<file path="src/design/iop_pkg.sv">
// constants and types shared by the io port command handler
// Notes on behaviour
// - set output on bank 2, port 0..7 drives that line to value bit 0
// - set output port 255 bank 2 writes all eight lines from value bits 7..0
// - all-outputs set with value -1 takes the bit vector from the accumulator
// - set output port 0 bank 0: bit 0 pull-ups motors 0..2, bit 1 motors 3..5
// - after reset both pull-up groups are on, control value 3
// - get input selects line by type as port and motor/bank as bank; value ignored
// - digital lines read 0 or 1, adc channels 12-bit unsigned 0..4095
// - get input from a stored program writes the read value into the accumulator
// - get input from the host replies with the value, accumulator unchanged except for port 255 bank 0
// - successful get input answers status 100 with the port state as value
// - bank 0 ports 0..7 give the eight digital input levels
// - get input port 255 bank 0 puts all eight inputs in accumulator low bits
// - bank 1: adc at ports 0 and 4, supply at 8, temperatures at 9..11
// - bank 2 get input returns the output levels last set
package iop_pkg;
    // apb register byte offsets
    localparam logic [7:0] IOP_CMD_OFS = 8'h00;
    localparam logic [7:0] IOP_VAL_OFS = 8'h04;
    localparam logic [7:0] IOP_CTL_OFS = 8'h08;
    localparam logic [7:0] IOP_STAT_OFS = 8'h0c;
    localparam logic [7:0] IOP_RVAL_OFS = 8'h10;
    localparam logic [7:0] IOP_ACC_OFS = 8'h14;
    localparam logic [7:0] IOP_OUT_OFS = 8'h18;
    localparam logic [7:0] IOP_PULL_OFS = 8'h1c;
    localparam logic [7:0] IOP_ADC0_OFS = 8'h20;
    localparam logic [7:0] IOP_ADC4_OFS = 8'h24;
    localparam logic [7:0] IOP_SUP_OFS = 8'h28;
    localparam logic [7:0] IOP_TMP0_OFS = 8'h2c;
    localparam logic [7:0] IOP_TMP1_OFS = 8'h30;
    localparam logic [7:0] IOP_TMP2_OFS = 8'h34;
    // instruction codes
    localparam logic [7:0] IOP_INSTR_SET = 8'h0e;
    localparam logic [7:0] IOP_INSTR_GET = 8'h0f;
    // bank numbers and special ports
    localparam logic [7:0] IOP_BANK_IN = 8'h00;
    localparam logic [7:0] IOP_BANK_ADC = 8'h01;
    localparam logic [7:0] IOP_BANK_OUT = 8'h02;
    localparam logic [7:0] IOP_PORT_ALL = 8'hff;
    localparam logic [7:0] IOP_PORT_ADC0 = 8'h00;
    localparam logic [7:0] IOP_PORT_ADC4 = 8'h04;
    localparam logic [7:0] IOP_PORT_SUP = 8'h08;
    localparam logic [7:0] IOP_PORT_TMP0 = 8'h09;
    localparam logic [7:0] IOP_PORT_TMP1 = 8'h0a;
    localparam logic [7:0] IOP_PORT_TMP2 = 8'h0b;
    localparam logic [31:0] IOP_VAL_FROM_ACC = 32'hffffffff;
    // status codes
    localparam logic [7:0] IOP_ST_OK = 8'h64;
    localparam logic [7:0] IOP_ST_BAD_CSUM = 8'h01;
    localparam logic [7:0] IOP_ST_BAD_CMD = 8'h02;
    localparam logic [7:0] IOP_ST_BAD_TYPE = 8'h03;
    localparam logic [7:0] IOP_ST_BAD_VAL = 8'h04;
    // reset values
    localparam logic [1:0] IOP_PULL_RST = 2'h3;
    localparam logic [7:0] IOP_OUT_RST = 8'h00;
    // ctl register fields
    localparam int IOP_CTL_GO_BIT = 0;
    localparam int IOP_CTL_PROG_BIT = 1;
    // execution phases
    typedef enum logic [1:0] {IOP_IDLE, IOP_EXEC, IOP_DONE} iop_state_e;
endpackage

</file>
<file path="src/design/iop_top.sv">
// io port command handler with apb register access
`timescale 1ns/100ps
`default_nettype none
module iop_top
    import iop_pkg::*;
#(
    parameter int ADC_W = 12
)
(
    input wire logic pclk,
    input wire logic presetn,
    input wire logic psel,
    input wire logic penable,
    input wire logic pwrite,
    input wire logic [7:0] paddr,
    input wire logic [31:0] pwdata,
    output logic [31:0] prdata,
    output logic pready,
    output logic pslverr,
    input wire logic [7:0] din,
    input wire logic [ADC_W-1:0] adc0,
    input wire logic [ADC_W-1:0] adc4,
    input wire logic [15:0] supply,
    input wire logic [15:0] tmp0,
    input wire logic [15:0] tmp1,
    input wire logic [15:0] tmp2,
    output logic [7:0] dout,
    output logic [1:0] pullup_en,
    output logic busy
);
    ////////////////////////////////////////////////////////////////////////
    // registers
    logic [31:0] cmd_q;
    logic [31:0] val_q;
    logic prog_q;
    logic [31:0] acc_q;
    logic [31:0] acc_d;
    logic [7:0] out_q;
    logic [7:0] out_d;
    logic [1:0] pull_q;
    logic [1:0] pull_d;
    logic [7:0] st_q;
    logic [7:0] st_d;
    logic [31:0] rval_q;
    logic [31:0] rval_d;
    logic [31:0] prdata_q;
    logic pready_q;
    logic pslverr_q;
    logic done_q;
    logic busy_q;
    iop_state_e state_q;
    iop_state_e state_d;

    ////////////////////////////////////////////////////////////////////////
    // apb decode
    wire acc_phase = psel & penable;
    wire wr_en = acc_phase & pwrite & ~pready_q;
    wire rd_en = acc_phase & ~pwrite & ~pready_q;
    wire hit_cmd = (paddr == IOP_CMD_OFS);
    wire hit_val = (paddr == IOP_VAL_OFS);
    wire hit_ctl = (paddr == IOP_CTL_OFS);
    wire hit_stat = (paddr == IOP_STAT_OFS);
    wire hit_rval = (paddr == IOP_RVAL_OFS);
    wire hit_acc = (paddr == IOP_ACC_OFS);
    wire hit_out = (paddr == IOP_OUT_OFS);
    wire hit_pull = (paddr == IOP_PULL_OFS);
    wire hit_adc0 = (paddr == IOP_ADC0_OFS);
    wire hit_adc4 = (paddr == IOP_ADC4_OFS);
    wire hit_sup = (paddr == IOP_SUP_OFS);
    wire hit_t0 = (paddr == IOP_TMP0_OFS);
    wire hit_t1 = (paddr == IOP_TMP1_OFS);
    wire hit_t2 = (paddr == IOP_TMP2_OFS);
    wire hit_any = hit_cmd | hit_val | hit_ctl | hit_stat | hit_rval | hit_acc | hit_out | hit_pull
        | hit_adc0 | hit_adc4 | hit_sup | hit_t0 | hit_t1 | hit_t2;
    wire busy_w = (state_q != IOP_IDLE);
    // writing cmd/val while a command runs would corrupt it, so refuse them
    wire wr_blocked = busy_w & (hit_cmd | hit_val | hit_ctl);
    wire bad_acc = ~hit_any | (pwrite & wr_blocked);
    wire go = wr_en & hit_ctl & ~busy_w & pwdata[IOP_CTL_GO_BIT];

    ////////////////////////////////////////////////////////////////////////
    // frame fields, address byte is cmd_q[31:24]
    wire [7:0] f_instr = cmd_q[23:16];
    wire [7:0] f_type = cmd_q[15:8];
    wire [7:0] f_bank = cmd_q[7:0];
    wire [7:0] csum_calc;
    wire [31:0] sel_val;
    wire sel_ok;

    iop_csum u_csum
    (
        .cmd_word(cmd_q),
        .val_word(val_q),
        .sum(csum_calc)
    );

    iop_sel #(.ADC_W(ADC_W)) u_sel
    (
        .port_num(f_type),
        .bank_num(f_bank),
        .din(din),
        .dout(out_q),
        .adc0(adc0),
        .adc4(adc4),
        .supply(supply),
        .tmp0(tmp0),
        .tmp1(tmp1),
        .tmp2(tmp2),
        .value(sel_val),
        .valid(sel_ok)
    );

    // checksum byte is held in ctl write data bits 15:8, latched with the go bit
    logic [7:0] csum_q;
    wire csum_ok = (csum_q == csum_calc);

    ////////////////////////////////////////////////////////////////////////
    // set output decode
    wire is_set = (f_instr == IOP_INSTR_SET);
    wire is_get = (f_instr == IOP_INSTR_GET);
    wire set_one = (f_bank == IOP_BANK_OUT) & (f_type < 8'h08);
    wire set_all = (f_bank == IOP_BANK_OUT) & (f_type == IOP_PORT_ALL);
    wire set_pull = (f_bank == IOP_BANK_IN) & (f_type == 8'h00);
    wire val_bit_ok = (val_q[31:1] == 31'h00000000);
    wire val_all_acc = (val_q == IOP_VAL_FROM_ACC);
    wire val_byte_ok = (val_q[31:8] == 24'h000000);
    wire [7:0] one_hot = 8'h01 << f_type[2:0];
    wire [7:0] set_one_vec = val_q[0] ? (out_q | one_hot) : (out_q & ~one_hot);
    wire [7:0] set_all_vec = val_all_acc ? acc_q[7:0] : val_q[7:0];

    ////////////////////////////////////////////////////////////////////////
    // command execution, one cycle in the exec phase
    always_comb
    begin
        state_d = state_q;
        acc_d = acc_q;
        out_d = out_q;
        pull_d = pull_q;
        st_d = st_q;
        rval_d = rval_q;
        case (state_q)
            IOP_IDLE:
            begin
                if (go)
                    state_d = IOP_EXEC;
            end
            IOP_EXEC:
            begin
                state_d = IOP_DONE;
                rval_d = 32'h00000000;
                st_d = IOP_ST_OK;
                if (!csum_ok)
                    st_d = IOP_ST_BAD_CSUM;
                else if (is_set)
                begin
                    if (set_one && val_bit_ok)
                        out_d = set_one_vec;
                    else if (set_all && (val_byte_ok || val_all_acc))
                        out_d = set_all_vec;
                    else if (set_pull)
                        pull_d = val_q[1:0];
                    else if (set_one || set_all)
                        st_d = IOP_ST_BAD_VAL;
                    else
                        st_d = IOP_ST_BAD_TYPE;
                end
                else if (is_get)
                begin
                    if (sel_ok)
                    begin
                        rval_d = sel_val;
                        if (prog_q)
                            acc_d = sel_val;
                        else if (f_type == IOP_PORT_ALL)
                            acc_d = {acc_q[31:8], sel_val[7:0]};
                    end
                    else
                        st_d = IOP_ST_BAD_TYPE;
                end
                else
                    st_d = IOP_ST_BAD_CMD;
            end
            IOP_DONE:
            begin
                state_d = IOP_IDLE;
            end
            default:
            begin
                state_d = IOP_IDLE;
            end
        endcase
    end
    // direct mode leaves the accumulator alone except the all-inputs capture

    ////////////////////////////////////////////////////////////////////////
    // read mux
    wire [31:0] rd_mux =
        hit_cmd ? cmd_q :
        hit_val ? val_q :
        hit_ctl ? {16'h0000, csum_q, 6'h00, prog_q, busy_w} :
        hit_stat ? {23'h000000, done_q, st_q} :
        hit_rval ? rval_q :
        hit_acc ? acc_q :
        hit_out ? {24'h000000, out_q} :
        hit_pull ? {30'h00000000, pull_q} :
        hit_adc0 ? {{(32-ADC_W){1'b0}}, adc0} :
        hit_adc4 ? {{(32-ADC_W){1'b0}}, adc4} :
        hit_sup ? {16'h0000, supply} :
        hit_t0 ? {16'h0000, tmp0} :
        hit_t1 ? {16'h0000, tmp1} :
        hit_t2 ? {16'h0000, tmp2} : 32'h00000000;

    ////////////////////////////////////////////////////////////////////////
    // apb answer, one wait state, pready pulses for one cycle
    always_ff @(posedge pclk or negedge presetn)
    begin
        if (!presetn)
        begin
            pready_q <= 1'b0;
            pslverr_q <= 1'b0;
            prdata_q <= 32'h00000000;
        end
        else
        begin
            pready_q <= acc_phase & ~pready_q;
            pslverr_q <= acc_phase & ~pready_q & bad_acc;
            prdata_q <= rd_en ? rd_mux : 32'h00000000;
        end
    end

    // software-written frame registers
    always_ff @(posedge pclk or negedge presetn)
    begin
        if (!presetn)
        begin
            cmd_q <= 32'h00000000;
            val_q <= 32'h00000000;
            prog_q <= 1'b0;
            csum_q <= 8'h00;
        end
        else if (wr_en && !wr_blocked)
        begin
            if (hit_cmd)
                cmd_q <= pwdata;
            if (hit_val)
                val_q <= pwdata;
            if (hit_ctl)
            begin
                prog_q <= pwdata[IOP_CTL_PROG_BIT];
                csum_q <= pwdata[15:8];
            end
        end
    end

    // done flag: set by completion wins over a clear by a status write
    always_ff @(posedge pclk or negedge presetn)
    begin
        if (!presetn)
            done_q <= 1'b0;
        else if (state_q == IOP_EXEC)
            done_q <= 1'b1;
        else if (wr_en && hit_stat && pwdata[8])
            done_q <= 1'b0;
    end

    // execution state and results; accumulator also writable by software
    always_ff @(posedge pclk or negedge presetn)
    begin
        if (!presetn)
        begin
            state_q <= IOP_IDLE;
            out_q <= IOP_OUT_RST;
            pull_q <= IOP_PULL_RST;
            st_q <= 8'h00;
            rval_q <= 32'h00000000;
            acc_q <= 32'h00000000;
            busy_q <= 1'b0;
        end
        else
        begin
            state_q <= state_d;
            out_q <= out_d;
            pull_q <= pull_d;
            st_q <= st_d;
            rval_q <= rval_d;
            acc_q <= (wr_en && hit_acc && !busy_w) ? pwdata : acc_d;
            busy_q <= (state_d != IOP_IDLE);
        end
    end

    // outputs straight from flip-flops
    assign prdata = prdata_q;
    assign pready = pready_q;
    assign pslverr = pslverr_q;
    assign dout = out_q;
    assign pullup_en = pull_q;
    assign busy = busy_q; // registered copy of the state decode
endmodule
`default_nettype wire

</file>
<file path="src/design/iop_csum.sv">
// modulo-256 checksum of one command frame
`timescale 1ns/100ps
`default_nettype none
module iop_csum
    import iop_pkg::*;
(
    input wire logic [31:0] cmd_word,
    input wire logic [31:0] val_word,
    output logic [7:0] sum
);
    // sum of address, instruction, type, bank and four value bytes
    assign sum = cmd_word[31:24] + cmd_word[23:16] + cmd_word[15:8] + cmd_word[7:0]
        + val_word[31:24] + val_word[23:16] + val_word[15:8] + val_word[7:0];
endmodule
`default_nettype wire

</file>
<file path="src/design/iop_sel.sv">
// port selection for the get input command
`timescale 1ns/100ps
`default_nettype none
module iop_sel
    import iop_pkg::*;
#(
    parameter int ADC_W = 12
)
(
    input wire logic [7:0] port_num,
    input wire logic [7:0] bank_num,
    input wire logic [7:0] din,
    input wire logic [7:0] dout,
    input wire logic [ADC_W-1:0] adc0,
    input wire logic [ADC_W-1:0] adc4,
    input wire logic [15:0] supply,
    input wire logic [15:0] tmp0,
    input wire logic [15:0] tmp1,
    input wire logic [15:0] tmp2,
    output logic [31:0] value,
    output logic valid
);
    // single digital bit lookups, ports above 7 give no bit
    wire port_lo = (port_num < 8'h08);
    wire [2:0] bit_idx = port_num[2:0];
    wire in_bit = din[bit_idx];
    wire out_bit = dout[bit_idx];
    wire is_all = (port_num == IOP_PORT_ALL);
    // single-line digital reads are 0/1, adc is unsigned and zero extended
    always_comb
    begin
        value = 32'h00000000;
        valid = 1'b0;
        if (bank_num == IOP_BANK_IN)
        begin
            if (is_all)
            begin
                value = {24'h000000, din};
                valid = 1'b1;
            end
            else if (port_lo)
            begin
                value = {31'h00000000, in_bit};
                valid = 1'b1;
            end
        end
        else if (bank_num == IOP_BANK_ADC)
        begin
            valid = 1'b1;
            if (port_num == IOP_PORT_ADC0)
                value = {{(32-ADC_W){1'b0}}, adc0};
            else if (port_num == IOP_PORT_ADC4)
                value = {{(32-ADC_W){1'b0}}, adc4};
            else if (port_num == IOP_PORT_SUP)
                value = {16'h0000, supply};
            else if (port_num == IOP_PORT_TMP0)
                value = {{16{tmp0[15]}}, tmp0};
            else if (port_num == IOP_PORT_TMP1)
                value = {{16{tmp1[15]}}, tmp1};
            else if (port_num == IOP_PORT_TMP2)
                value = {{16{tmp2[15]}}, tmp2};
            else
                valid = 1'b0;
        end
        else if (bank_num == IOP_BANK_OUT)
        begin
            if (port_lo)
            begin
                value = {31'h00000000, out_bit};
                valid = 1'b1;
            end
        end
    end
endmodule
`default_nettype wire

</file>
<file path="config.mk">
export PLATFORM = sky130hd
export DESIGN_NAME = iop_top
export DESIGN_NICKNAME = d
export VERILOG_FILES = /design/src/design/iop_pkg.sv /design/src/design/iop_top.sv /design/src/design/iop_csum.sv /design/src/design/iop_sel.sv
export SDC_FILE = /design/constraint.sdc
export NUM_CORES = 1
export LEC_CHECK = 0
export BUFFER_PORTS_ARGS = -buffer_cell sky130_fd_sc_hd__buf_2
export CAP_MARGIN = 20
export CORE_MARGIN = 3
export CORE_UTILIZATION = 30
export CTS_CLUSTER_DIAMETER = 30
export DETAILED_ROUTE_END_ITERATION = 12
export SLEW_MARGIN = 20
export SYNTH_ARGS = -nofsm -noshare
export SYNTH_HDL_FRONTEND = slang
export SYNTH_SLANG_ARGS = --single-unit
</file>
<file path="constraint.sdc">
create_clock -name pclk -period 12.3 [get_ports pclk]
set_clock_uncertainty 0.1 [all_clocks]
set_input_delay 0 -clock pclk [delete_from_list [all_inputs] [get_ports pclk]]
set_output_delay 0 -clock pclk [all_outputs]
set_load 0.05 [all_outputs]
</file>
==> out/metrics.csv <==
metric,value,unit
status,"finished, final reports clean",
final_common_cell,buf_2,
netlist_instances,1172,
endpoint_kind,flop,
ctsRootBufferMaster,clkbuf_16,
worstReg2RegEnd,acc_q[19]$_DFFE_PN0P_,
synth-seq-cells,174,
holdBufCountCts,57,
synth_fp_nets,1360,
layout_common_cells,"buf_2 (184), dfrtp_1 (172), o21ai_0 (111)",
grt-ovfl-total,0,
synthArstFlopShare,1.00,
tightestPinTransition,1.09,ns
antenna_found_initial,0,
critPathLaunchType,flop,
grt_usage,0.213,
drt_iter0_drc,1175,
fp.dieH,201,um
p_leak,6.36,nW
synth.avg_cell_area,9.77,um^2
wl,43.9,mm
seq_area,0.00436,mm^2
cap_violations,0,
diodes,0,
core_area,0.0371,mm^2
ctsResizeCount,0,
path_class,reg -> reg,
setup_viol,0,
final_cell_area,0.0141,mm^2
cts_buffers,17,
hold_class,in -> reg,
grt_pass1_vias,11000,
vias,10800,
maxSlewViolCount,0,
cts_sinks,174,
hold_viol,0,
ys_seq_area_frac,0.380,
ys_types,73,
hold_end,prdata[15]$_DFF_PN0_,
portBuffers,185,
ios,186,
drive_gt1_frac,0.261,
max_slew_margin,0.273,
antenna_left,0,
row_count,70,
cp.arrival,6.57,ns
powerDensity,94.7,mW/mm^2
yosysWarnings,0,
cts.clk_slew.worst_paths,0.07,ns
hold_depth,3,
syn_area,0.0115,mm^2
multi_input_area,0.00661,mm^2
wl_per_cell,23.1,um
crit_fanout,29,
reg2reg_depth,17,
r2r_start,cmd_q[8]$_DFFE_PN0P_,
cts_tree,built,
grt_pass1_wl,67.1,mm
yosysTopAreaCell,dfrtp_1,
synth_edf_count,0,
htree_num_levels,4,
r2r_setup_slack,6.01,ns
tns,0,ns
die_width,201,um
ys_top_cells_by_area,"dfrtp_1 (38%), fa_1 (6.8%), mux2_2 (6.6%)",
hold_ws,0.00876,ns
cts_setup_buffers,0,
finalCriticalPeriod,6.29,ns
netlist.area_leader.share,0.376,
crit_required,12.57,ns
initial_core_util,0.308,
worst_ir_drop_vdd,86.8,uV
via_per_inst,5.67,
final_util,0.380,
clock_path_buffers,2,
fill_cells,3783,
dieArea,0.0406,mm^2
hpwl,32.2,mm
drc,0,
ys.flop_type,dfrtp_1,
place_area,0.0129,mm^2
max_freq,159,MHz
nets,1569,
post-route-period-util,0.512,
gp_congestion,0.898,
rsz0062_at_grt,no,
dr.pass1.iters,8,
area_delta_synth_final,23.1,%
grt_max_degree,107,
worst_hold_startpoint,tmp0[15],
insertion_delay,0.44,ns
[critical path, stage by stage, from the launching register on]
cell and delay (ns):
dfrtp_1 0.32, buf_4 0.43, inv_1 0.20, fa_1 0.46, fa_1 0.43, fa_1 0.54
fa_1 0.43, inv_1 0.07, ha_1 0.16, inv_1 0.06, fa_1 0.45, xnor2_1 0.20
xnor2_1 0.14, nand4_1 0.15, nor4_2 0.42, nand4_4 0.51, nor4_4 0.94, a211o_2 0.21
[registers in the layout (all words and copies together) (netlist names), named ones only]
| register | count |
|---|---|
| acc_q | 32 |
| cmd_q | 32 |
| prdata | 32 |
| val_q | 32 |
| rval_q | 17 |
| csum_q | 8 |
| st_q | 4 |
| pullup_en | 2 |
| state_q | 2 |
| busy | 1 |
| done_q | 1 |
| pready | 1 |
| prog_q | 1 |
| pslverr | 1 |
[power by group]
group / switching [mW] / internal [mW] / total, mW
clock: 0.257 / 0.267 / 0.523
combinational: 0.129 / 0.0974 / 0.227
sequential: 0.00813 / 0.578 / 0.586
total: 0.394 / 0.942 / 1.34
[synth_stat cells, types with 6 or more instances]
cell / n
mux2_2: 67
a211oi_1: 7
clkbuf_1: 59
inv_1: 67
a211o_2: 6
a221oi_1: 11
fa_1: 39
a22oi_1: 38
nor2b_1: 9
mux4_2: 20
o22ai_1: 14
a211o_1: 10
o21ai_0: 111
and2_1: 18
mux2i_1: 38
o21a_1: 7
nand4_1: 19
xnor2_1: 11
nor2_1: 65
nand2b_1: 10
nor4_1: 16
nor3_1: 11
dfrtp_1: 172
and3_1: 21
a21oi_1: 82
or2_2: 6
o2bb2ai_1: 6
a31oi_1: 12
buf_1: 7
ha_1: 8
nand3_1: 16
xor2_1: 6
nand2_1: 99
[routing by layer]
metal  routed length, um  vias up  part of all wire  GRT usage
li1                    -     4710                 -          -
met1               18100     5336              0.41      0.288
met2               20500      610              0.47      0.346
met3                3660      110             0.083     0.0414
met4                1630        0             0.037     0.0703
met5                   0        -                 0          0
[area by class of cell]
cell class / instances / area share
sequential: 174 / 0.309
timing repair buffer: 266 / 0.121
inverter: 67 / 0.0178
multi-input combinational: 855 / 0.468
clock buffer: 18 / 0.0304
tap: 504 / 0.0447
clock inverter: 14 / 0.00878
[cells by family after synthesis]
family / share of synthesized area
buffers and inverters: 0.0503
DFF: 0.380
and+or+nand+nor: 0.146
adders and majority gates: 0.0769
xor gates and xnor gates: 0.0228
muxes: 0.138
AOI/OAI and AO/OA: 0.186
[worst max path at each step]
stage,to,slack [ns],start,depth (start not counted)
2_1_floorplan,pullup_en[0]$_DFFE_PN1P_,7.29,cmd_q[8]$_DFFE_PN0P_,17
3_3_place_gp,acc_q[17]$_DFFE_PN0P_,6.17,cmd_q[8]$_DFFE_PN0P_,17
3_5_place_dp,acc_q[19]$_DFFE_PN0P_,6.04,cmd_q[8]$_DFFE_PN0P_,17
4_1_cts,acc_q[2]$_DFFE_PN0P_,5.98,cmd_q[8]$_DFFE_PN0P_,18
5_1_grt,flop,5.50,cmd_q[8]$_DFFE_PN0P_,17
6_report,acc_q[19]$_DFFE_PN0P_,6.01,cmd_q[8]$_DFFE_PN0P_,17
[metrics by stage]
step / total power [mW] / setup WS (ns) / std cells
final: 1.34 / 6.01 / 1898
after global routing: 1.39 / 5.50 / 1898
after CTS: 1.34 / 5.98 / 1895
after detailed placement: 0.806 / 6.04 / 1806
after global placement: 0.802 / 6.17 / 1806
after floorplan: 0.722 / 7.29 / 1172
(Power assumes the default switching activity.)
